==> src/rtl/uartpp_pkg.sv <==
package uartpp_pkg;

  // ---------------------------------------------------------------------
  // Register indices; byte address is index times four
  // ---------------------------------------------------------------------
  localparam logic [7:0] IDX_CONTROL = 8'h98;
  localparam logic [7:0] IDX_DATA    = 8'h99;
  localparam logic [7:0] IDX_RELOAD  = 8'hA0;
  localparam logic [7:0] IDX_LOW     = 8'hA1;
  localparam logic [7:0] IDX_TCTRL   = 8'hA2;
  localparam int         BYTE_SHIFT  = 2;

  // ---------------------------------------------------------------------
  // Field positions
  // ---------------------------------------------------------------------
  localparam int BIT_MODE   = 7;
  localparam int BIT_UNUSED = 6;
  localparam int BIT_FILTER = 5;
  localparam int BIT_REN    = 4;
  localparam int BIT_TB8    = 3;
  localparam int BIT_RB8    = 2;
  localparam int BIT_TI     = 1;
  localparam int BIT_RI     = 0;
  localparam int BIT_RUN    = 0;
  localparam int BIT_IEN    = 1;

  // ---------------------------------------------------------------------
  // Values after reset
  // ---------------------------------------------------------------------
  localparam logic [7:0] RST_CONTROL = 8'h40;
  localparam logic [7:0] RST_BYTE    = 8'h00;

  // ---------------------------------------------------------------------
  // Counts
  // ---------------------------------------------------------------------
  localparam logic [3:0] FRAME_BITS_8 = 4'hA;
  localparam logic [3:0] FRAME_BITS_9 = 4'hB;
  localparam logic [3:0] DATA_BITS_8  = 4'h8;
  localparam logic [3:0] DATA_BITS_9  = 4'h9;
  localparam logic [7:0] TIMER_TOP    = 8'hFF;

  localparam logic [1:0] RESP_OKAY   = 2'h0;
  localparam logic [1:0] RESP_SLVERR = 2'h2;

  // ---------------------------------------------------------------------
  // Types
  // ---------------------------------------------------------------------
  typedef enum logic [3:0] {
    RX_IDLE  = 4'h1,
    RX_START = 4'h2,
    RX_DATA  = 4'h4,
    RX_STOP  = 4'h8
  } uartpp_rx_state_t;

  typedef enum logic [5:0] {
    SEL_NONE    = 6'h01,
    SEL_CONTROL = 6'h02,
    SEL_DATA    = 6'h04,
    SEL_RELOAD  = 6'h08,
    SEL_LOW     = 6'h10,
    SEL_TCTRL   = 6'h20
  } uartpp_sel_t;

endpackage

==> src/rtl/uartpp_port.sv <==
module uartpp_port #(
  parameter int ADDR_W = 12
) (
  input  wire logic                      ref_clk,
  input  wire logic                      rst_b,
  input  wire logic                      ce,
  input  wire logic                      baud_tick,
  input  wire logic                      serial_receive_pin,
  output logic                           serial_transmit_pin,
  output logic                           irq,
  input  wire logic [ADDR_W-1:0]         s_axi_awaddr,
  input  wire logic                      s_axi_awvalid,
  output logic                           s_axi_awready,
  input  wire logic [31:0]               s_axi_wdata,
  input  wire logic [3:0]                s_axi_wstrb,
  input  wire logic                      s_axi_wvalid,
  output logic                           s_axi_wready,
  output logic [1:0]                     s_axi_bresp,
  output logic                           s_axi_bvalid,
  input  wire logic                      s_axi_bready,
  input  wire logic [ADDR_W-1:0]         s_axi_araddr,
  input  wire logic                      s_axi_arvalid,
  output logic                           s_axi_arready,
  output logic [31:0]                    s_axi_rdata,
  output logic [1:0]                     s_axi_rresp,
  output logic                           s_axi_rvalid,
  input  wire logic                      s_axi_rready
);
  import uartpp_pkg::*;

  // -----------------------------------------------------------------------
  // Address decode
  // -----------------------------------------------------------------------
  function automatic uartpp_sel_t decode_sel(input logic [ADDR_W-1:0] a);
    logic [ADDR_W-3:0] word;
    word = a[ADDR_W-1:BYTE_SHIFT];
    if (word == (ADDR_W-2)'(IDX_CONTROL)) begin
      decode_sel = SEL_CONTROL;
    end else if (word == (ADDR_W-2)'(IDX_DATA)) begin
      decode_sel = SEL_DATA;
    end else if (word == (ADDR_W-2)'(IDX_RELOAD)) begin
      decode_sel = SEL_RELOAD;
    end else if (word == (ADDR_W-2)'(IDX_LOW)) begin
      decode_sel = SEL_LOW;
    end else if (word == (ADDR_W-2)'(IDX_TCTRL)) begin
      decode_sel = SEL_TCTRL;
    end else begin
      decode_sel = SEL_NONE;
    end
  endfunction

  // -----------------------------------------------------------------------
  // Register state
  // -----------------------------------------------------------------------
  logic             frame_format_select;
  logic             address_filter_enable;
  logic             receive_enable_bit;
  logic             transmit_ninth_bit;
  logic             received_ninth_bit;
  logic             transmit_done_flag;
  logic             receive_done_flag;
  logic [7:0]       serial_data_buffer;
  logic [7:0]       baud_timer_reload_byte;
  logic [7:0]       baud_timer_low_byte;
  logic             timer_run;
  logic             irq_enable;

  // AXI write side
  logic              aw_held;
  logic [ADDR_W-1:0] aw_addr;
  logic              w_held;
  logic [7:0]        w_byte;
  logic              w_lane0;
  logic              do_write;
  uartpp_sel_t       wsel;
  logic              wr_control;
  logic              wr_data;
  logic              wr_low;

  // Baud and frame state
  logic             timer_tick;
  logic             tx_ovf;
  logic             tx_half;
  logic             tx_baud;
  logic [7:0]       rx_timer;
  logic             rx_ovf;
  logic             rx_half;
  logic             rx_sample;
  logic             rx_prev;
  logic             start_det;
  logic [10:0]      tx_shift;
  logic [3:0]       tx_left;
  logic             tx_set;
  uartpp_rx_state_t rx_state;
  logic [3:0]       rx_count;
  logic [8:0]       rx_shift;
  logic             rx_mode;
  logic             rx_accept;
  logic [7:0]       rx_byte;
  logic             rx_ninth;
  logic [7:0]       control_view;
  logic [31:0]      read_word;
  uartpp_sel_t      rsel;

  // -----------------------------------------------------------------------
  // AXI4-Lite write channel
  // -----------------------------------------------------------------------
  // Address and data are held separately so either may arrive first
  // Readies follow the clock enable so no beat is taken while state is frozen
  assign s_axi_awready = ce && !aw_held && !s_axi_bvalid;
  assign s_axi_wready  = ce && !w_held && !s_axi_bvalid;
  assign do_write      = aw_held && w_held && !s_axi_bvalid;
  assign wsel          = decode_sel(aw_addr);
  assign wr_control    = do_write && w_lane0 && (wsel == SEL_CONTROL);
  assign wr_data       = do_write && w_lane0 && (wsel == SEL_DATA);
  assign wr_low        = do_write && w_lane0 && (wsel == SEL_LOW);

  always_ff @(posedge ref_clk or negedge rst_b) begin
    if (!rst_b) begin
      aw_held <= 1'b0;
      aw_addr <= '0;
      w_held  <= 1'b0;
      w_byte  <= RST_BYTE;
      w_lane0 <= 1'b0;
    end else if (ce) begin
      if (s_axi_awvalid && s_axi_awready) begin
        aw_held <= 1'b1;
        aw_addr <= s_axi_awaddr;
      end else if (do_write) begin
        aw_held <= 1'b0;
      end
      if (s_axi_wvalid && s_axi_wready) begin
        w_held  <= 1'b1;
        w_byte  <= s_axi_wdata[7:0];
        w_lane0 <= s_axi_wstrb[0];
      end else if (do_write) begin
        w_held <= 1'b0;
      end
    end
  end

  always_ff @(posedge ref_clk or negedge rst_b) begin
    if (!rst_b) begin
      s_axi_bvalid <= 1'b0;
      s_axi_bresp  <= RESP_OKAY;
    end else if (ce) begin
      if (do_write) begin
        s_axi_bvalid <= 1'b1;
        s_axi_bresp  <= (wsel == SEL_NONE) ? RESP_SLVERR : RESP_OKAY;
      end else if (s_axi_bready) begin
        s_axi_bvalid <= 1'b0;
      end
    end
  end

  // -----------------------------------------------------------------------
  // AXI4-Lite read channel
  // -----------------------------------------------------------------------
  assign s_axi_arready = ce && !s_axi_rvalid;
  assign rsel          = decode_sel(s_axi_araddr);

  assign control_view = {frame_format_select, 1'b1, address_filter_enable,
                         receive_enable_bit, transmit_ninth_bit, received_ninth_bit,
                         transmit_done_flag, receive_done_flag};

  always_comb begin
    read_word = '0;
    unique case (rsel)
      SEL_CONTROL: read_word[7:0] = control_view;
      SEL_DATA:    read_word[7:0] = serial_data_buffer;
      SEL_RELOAD:  read_word[7:0] = baud_timer_reload_byte;
      SEL_LOW:     read_word[7:0] = baud_timer_low_byte;
      SEL_TCTRL:   read_word[1:0] = {irq_enable, timer_run};
      SEL_NONE:    read_word      = '0;
    endcase
  end

  always_ff @(posedge ref_clk or negedge rst_b) begin
    if (!rst_b) begin
      s_axi_rvalid <= 1'b0;
      s_axi_rdata  <= '0;
      s_axi_rresp  <= RESP_OKAY;
    end else if (ce) begin
      if (s_axi_arvalid && s_axi_arready) begin
        s_axi_rvalid <= 1'b1;
        s_axi_rdata  <= read_word;
        s_axi_rresp  <= (rsel == SEL_NONE) ? RESP_SLVERR : RESP_OKAY;
      end else if (s_axi_rready) begin
        s_axi_rvalid <= 1'b0;
      end
    end
  end

  // -----------------------------------------------------------------------
  // Control register and flags
  // -----------------------------------------------------------------------
  always_ff @(posedge ref_clk or negedge rst_b) begin
    if (!rst_b) begin
      frame_format_select    <= RST_CONTROL[BIT_MODE];
      address_filter_enable  <= RST_CONTROL[BIT_FILTER];
      receive_enable_bit     <= RST_CONTROL[BIT_REN];
      transmit_ninth_bit     <= RST_CONTROL[BIT_TB8];
      baud_timer_reload_byte <= RST_BYTE;
      timer_run              <= 1'b0;
      irq_enable             <= 1'b0;
    end else if (ce) begin
      if (wr_control) begin
        frame_format_select   <= w_byte[BIT_MODE];
        address_filter_enable <= w_byte[BIT_FILTER];
        receive_enable_bit    <= w_byte[BIT_REN];
        transmit_ninth_bit    <= w_byte[BIT_TB8];
      end
      if (do_write && w_lane0 && (wsel == SEL_RELOAD)) begin
        baud_timer_reload_byte <= w_byte;
      end
      if (do_write && w_lane0 && (wsel == SEL_TCTRL)) begin
        timer_run  <= w_byte[BIT_RUN];
        irq_enable <= w_byte[BIT_IEN];
      end
    end
  end

  // A hardware set in the same cycle as a software write wins
  always_ff @(posedge ref_clk or negedge rst_b) begin
    if (!rst_b) begin
      transmit_done_flag <= RST_CONTROL[BIT_TI];
      receive_done_flag  <= RST_CONTROL[BIT_RI];
    end else if (ce) begin
      if (tx_set) begin
        transmit_done_flag <= 1'b1;
      end else if (wr_control) begin
        transmit_done_flag <= w_byte[BIT_TI];
      end
      if (rx_accept) begin
        receive_done_flag <= 1'b1;
      end else if (wr_control) begin
        receive_done_flag <= w_byte[BIT_RI];
      end
    end
  end

  assign irq = irq_enable && (transmit_done_flag || receive_done_flag);

  // -----------------------------------------------------------------------
  // Baud timers
  // -----------------------------------------------------------------------
  assign timer_tick = baud_tick && timer_run;
  assign tx_ovf     = timer_tick && (baud_timer_low_byte == TIMER_TOP);
  assign tx_baud    = tx_ovf && tx_half;
  assign rx_ovf     = timer_tick && (rx_timer == TIMER_TOP);
  assign rx_sample  = rx_ovf && rx_half;

  always_ff @(posedge ref_clk or negedge rst_b) begin
    if (!rst_b) begin
      baud_timer_low_byte <= RST_BYTE;
      tx_half             <= 1'b0;
    end else if (ce) begin
      if (wr_low) begin
        baud_timer_low_byte <= w_byte;
      end else if (tx_ovf) begin
        baud_timer_low_byte <= baud_timer_reload_byte;
      end else if (timer_tick) begin
        baud_timer_low_byte <= baud_timer_low_byte + 8'h01;
      end
      if (tx_ovf) begin
        tx_half <= !tx_half;
      end
    end
  end

  // Reloading at the start edge puts the first overflow half a bit in,
  // so every second overflow after it lands near mid-bit
  always_ff @(posedge ref_clk or negedge rst_b) begin
    if (!rst_b) begin
      rx_timer <= RST_BYTE;
      rx_half  <= 1'b0;
    end else if (ce) begin
      if (start_det) begin
        rx_timer <= baud_timer_reload_byte;
        rx_half  <= 1'b1;
      end else begin
        if (rx_ovf) begin
          rx_timer <= baud_timer_reload_byte;
          rx_half  <= !rx_half;
        end else if (timer_tick) begin
          rx_timer <= rx_timer + 8'h01;
        end
      end
    end
  end

  // -----------------------------------------------------------------------
  // Transmitter
  // -----------------------------------------------------------------------
  // One spare slot after the stop bit keeps a back-to-back write from
  // cutting the stop bit short
  assign tx_set = tx_baud && (tx_left == 4'h2);

  always_ff @(posedge ref_clk or negedge rst_b) begin
    if (!rst_b) begin
      tx_shift            <= '1;
      tx_left             <= '0;
      serial_transmit_pin <= 1'b1;
    end else if (ce) begin
      if (wr_data) begin
        if (frame_format_select) begin
          tx_shift <= {1'b1, transmit_ninth_bit, w_byte, 1'b0};
          tx_left  <= FRAME_BITS_9 + 4'h1;
        end else begin
          tx_shift <= {2'b11, w_byte, 1'b0};
          tx_left  <= FRAME_BITS_8 + 4'h1;
        end
      end else if (tx_baud && (tx_left != 4'h0)) begin
        serial_transmit_pin <= tx_shift[0];
        tx_shift            <= {1'b1, tx_shift[10:1]};
        tx_left             <= tx_left - 4'h1;
      end
    end
  end

  // -----------------------------------------------------------------------
  // Receiver
  // -----------------------------------------------------------------------
  assign start_det = (rx_state == RX_IDLE) && receive_enable_bit && timer_run
                     && rx_prev && !serial_receive_pin;
  assign rx_byte   = rx_mode ? rx_shift[7:0] : rx_shift[8:1];
  assign rx_ninth  = rx_mode ? rx_shift[8] : serial_receive_pin;

  always_comb begin
    rx_accept = 1'b0;
    if ((rx_state == RX_STOP) && rx_sample && !receive_done_flag) begin
      if (rx_mode) begin
        rx_accept = !address_filter_enable || rx_shift[8];
      end else begin
        rx_accept = !address_filter_enable || serial_receive_pin;
      end
    end
  end

  always_ff @(posedge ref_clk or negedge rst_b) begin
    if (!rst_b) begin
      rx_prev  <= 1'b1;
      rx_state <= RX_IDLE;
      rx_count <= '0;
      rx_shift <= '0;
      rx_mode  <= 1'b0;
    end else if (ce) begin
      rx_prev <= serial_receive_pin;
      if (!receive_enable_bit) begin
        rx_state <= RX_IDLE;
      end else begin
        unique case (rx_state)
          RX_IDLE: begin
            if (start_det) begin
              rx_state <= RX_START;
              rx_mode  <= frame_format_select;
            end
          end
          RX_START: begin
            if (rx_sample) begin
              rx_state <= serial_receive_pin ? RX_IDLE : RX_DATA;
              rx_count <= '0;
            end
          end
          RX_DATA: begin
            if (rx_sample) begin
              rx_shift <= {serial_receive_pin, rx_shift[8:1]};
              rx_count <= rx_count + 4'h1;
              if (rx_count == (rx_mode ? DATA_BITS_9 : DATA_BITS_8) - 4'h1) begin
                rx_state <= RX_STOP;
              end
            end
          end
          RX_STOP: begin
            if (rx_sample) begin
              rx_state <= RX_IDLE;
            end
          end
        endcase
      end
    end
  end

  // Buffer holds until a later character is accepted
  always_ff @(posedge ref_clk or negedge rst_b) begin
    if (!rst_b) begin
      serial_data_buffer <= RST_BYTE;
      received_ninth_bit <= RST_CONTROL[BIT_RB8];
    end else if (ce) begin
      if (rx_accept) begin
        serial_data_buffer <= rx_byte;
        received_ninth_bit <= rx_ninth;
      end
    end
  end

endmodule

==> config.mk <==
export PLATFORM = sky130hd
export DESIGN_NAME = uartpp_port
export DESIGN_NICKNAME = d
export VERILOG_FILES = /design/src/rtl/uartpp_pkg.sv /design/src/rtl/uartpp_port.sv
export SDC_FILE = /design/constraint.sdc
export NUM_CORES = 1
export LEC_CHECK = 0
export BUFFER_PORTS_ARGS = -buffer_cell sky130_fd_sc_hd__buf_2
export CAP_MARGIN = 5
export CORE_MARGIN = 10
export CORE_UTILIZATION = 45
export DETAILED_ROUTE_END_ITERATION = 16
export PLACE_DENSITY = 0.63
export SYNTH_ARGS = -nofsm -noshare
export SYNTH_HDL_FRONTEND = slang
export SYNTH_SLANG_ARGS = --single-unit
==> constraint.sdc <==
create_clock -name ref_clk -period 3.9 [get_ports ref_clk]
set_input_delay 0.78 -clock ref_clk [delete_from_list [all_inputs] [get_ports ref_clk]]
set_output_delay 0.78 -clock ref_clk [all_outputs]
set_load 0.01 [all_outputs]
==> results.toml <==
[critical_path]
crit_type = "in2out"
slowest_delay_ns = 0.31
worst_setup_path_end_kind = "output port"
crit_chain = "buf_2 -> inv_1 -> nor2_1 -> buf_2"
worstPathArrival_ns = 1.50
cpMostUsedCell = "buf_2"
path_max_fanout = 9
cp-start-kind = "input port"
crit_path_top_delay_cell = "inv_1"
cp.required_ns = 3.12

[global_route]
grt_pass1_vias = 4722
overflow = 0
antenna_found_initial = 0
grt_pass1_wl_um = 24700
track_usage = 0.167
grt_max_degree = 67

[placed_design]
dpl_cell_area_mm2 = 0.00646
dp_hpwl_um = 11300
io_buffers = 55
gp_congestion = 0.895
dp.cells = 816

[detailed_routing]
wl_per_cell_um = 18.4
drt_iter0_markers = 310
drc_errors = 0
num_vias = 4748
via_per_inst = 5.71
wl_um = 15300
firstDrtPassIters = 7
postRouteAntennaNets = 0

[power_and_ir_drop]
p_leak_nw = 2.99
power_density_mw_per_mm2 = 427
power_mw = 2.89
ir_worst_vdd_mv = 0.406

[cts]
clkSinkCount = 110
htreeDepth = 3
postCtsSetupBuffers = 0
cts_tree = "built"
postCtsHoldBufs = 0
cts_root_buf = "clkbuf_16"
ctsResizeCount = 0
cts_buffer_depth = 2
cts_inserted_buffers = 9
clk_pin_slew_ns = 0.07
clk_latency_ns = 0.35

[sta]
max_freq_mhz = 438
finalHoldViolCount = 0
max_slew.worst_pin.slew_ns = 0.727
maxSlewHeadroom = 0.512
drv_slew = 0
finalSetupViolations = 0
hold_ws_ns = 0.423
skew_ns = 0.00431
setup-tns-final_ns = 0
period_share = 0.585
rsz0062_at_grt = "false"
layout_min_cycle_time_ns = 2.28

[layout]
final_cells = 832
area_growth_pct = 10.8
layout_commonest_cell = "dfrtp_1"
final_area_mm2 = 0.00678
nets = 727
most-common-layout-cells = "dfrtp_1, buf_2, nand2_1, nor2_1, mux2_2"
antennaDiodeCount = 0
drive_gt1_frac = 0.229

[synthesis]
syn_avg_cell_area_um2 = 10.2
synthFlopType = "dfrtp_1"
synth_edf_count = 0
yosysUniqueCellTypes = 79
syn-cell-area_mm2 = 0.00612
syn_inst = 602
ys_ff_latch = 110
yosysWarnings = 0
synth_seq_area_share = 0.452
async_flop_share = 1.00

[flow_run]
cap_violations = 0

[floorplanning]
die_height_um = 137
core_area_mm2 = 0.0133
dieArea_mm2 = 0.0187
io_pins = 113
rows = 42
start_util = 0.460
die_x_um = 137

[status]
status = "complete, no violations"

[worst_hold_path]
hp-class = "in2async"
-- sequential cells by signal, indices dropped and copies added, names as in the netlist, 4 cells and up --
signal / count
tx_left: 4
s_axi_rdata: 8
baud_timer_low_byte: 8
rx_shift: 9
baud_timer_reload_byte: 8
rx_state: 4
aw_addr: 10
rx_count: 4
rx_timer: 8
w_byte: 8
serial_data_buffer: 8
tx_shift: 10
-- cell usage after synthesis, types with 4 or more instances --
| cell | instances | area (um^2) |
|---|---|---|
| nor2b_1 | 5 | 31.3 |
| inv_1 | 14 | 52.6 |
| nand4_1 | 9 | 56.3 |
| and2_1 | 7 | 43.8 |
| o21ai_1 | 12 | 60.1 |
| dfrtp_1 | 97 | 2430 |
| ha_1 | 6 | 75.1 |
| nand2b_1 | 10 | 62.6 |
| mux2_4 | 8 | 120 |
| o2bb2ai_1 | 4 | 35.0 |
| nor3_1 | 15 | 75.1 |
| or3_1 | 6 | 37.5 |
| o21ai_0 | 28 | 140 |
| nand3_1 | 24 | 120 |
| mux2i_1 | 26 | 260 |
| a22oi_1 | 5 | 37.5 |
| nand2_1 | 52 | 195 |
| buf_4 | 26 | 195 |
| nor2_1 | 50 | 188 |
| and3_1 | 8 | 50.1 |
| buf_2 | 4 | 20.0 |
| dfstp_2 | 13 | 342 |
| clkbuf_1 | 10 | 37.5 |
| mux2_2 | 36 | 405 |
| a21oi_1 | 23 | 115 |
| o22ai_1 | 11 | 68.8 |
| a211o_1 | 4 | 35.0 |
| nor3b_1 | 5 | 37.5 |
-- through the flow --
step / setup WS (ns) / util
finish: 1.62 / 0.510
floorplan: 1.72 / -
global route: 1.41 / 0.510
CTS: 1.61 / 0.510
detailed placement: 1.34 / 0.486
global placement: 1.39 / 0.486
-- worst paths after layout --
path | startpoint | to | slack (ns) | depth (start not counted)
max in group asynchronous | rst_b | tx_shift[7]$_DFFE_PN1P_ | 2.67 | 2
min reg2reg | s_axi_rdata[4]$_DFFE_PN0P_ | s_axi_rdata[4]$_DFFE_PN0P_ | 0.49 | 1
max | ce | s_axi_arready | 1.62 | 4
max reg2reg | rx_state[1]$_DFFE_PN0P_ | serial_data_buffer[2]$_DFFE_PN0P_ | 1.62 | 5
min in group ref_clk | s_axi_rdata[4]$_DFFE_PN0P_ | s_axi_rdata[4]$_DFFE_PN0P_ | 0.49 | 1
min | rst_b | rx_count[3]$_DFFE_PN0P_ | 0.42 | 1
-- logic make-up after synthesis --
group	share of synthesized area
AOI/OAI and AO/OA	0.144
xor gates and xnor gates	0.00715
adders and majority gates	0.0123
buffers and inverters	0.0572
DFF	0.452
muxes	0.128
other	0.000613
and+or+nand+nor	0.198
-- power by group --
group / internal [mW] / switching [mW]
Clock: 0.570 / 0.412
Combinational: 0.215 / 0.210
Sequential: 1.28 / 0.202
-- worst max-delay path: cells and delay by family --
| family | cells | cell delay [ns] |
|---|---|---|
| and+or+nand+nor | 1 | 0.10 |
| buffers and inverters | 3 | 0.62 |
-- area by class of cell --
cell class                      count  area (um^2)
Fill cell                        1238         6510
Multi-Input combinational cell    457         3100
Sequential cell                   110         2770
Timing Repair Buffer               59          320
Clock buffer                       14          284
Tap cell                          176          220
Inverter                           14         52.6
Clock inverter                      2         38.8
-- routing by layer --
layer | up-vias | global-route usage | wire [um]
li1 | 2251 | - | -
met1 | 2360 | 0.215 | 6800
met2 | 121 | 0.270 | 7390
met3 | 16 | 0.0462 | 909
met4 | 0 | 0.0426 | 197
met5 | - | 0 | 0
Note: power is estimated with default switching activity, not from simulation.
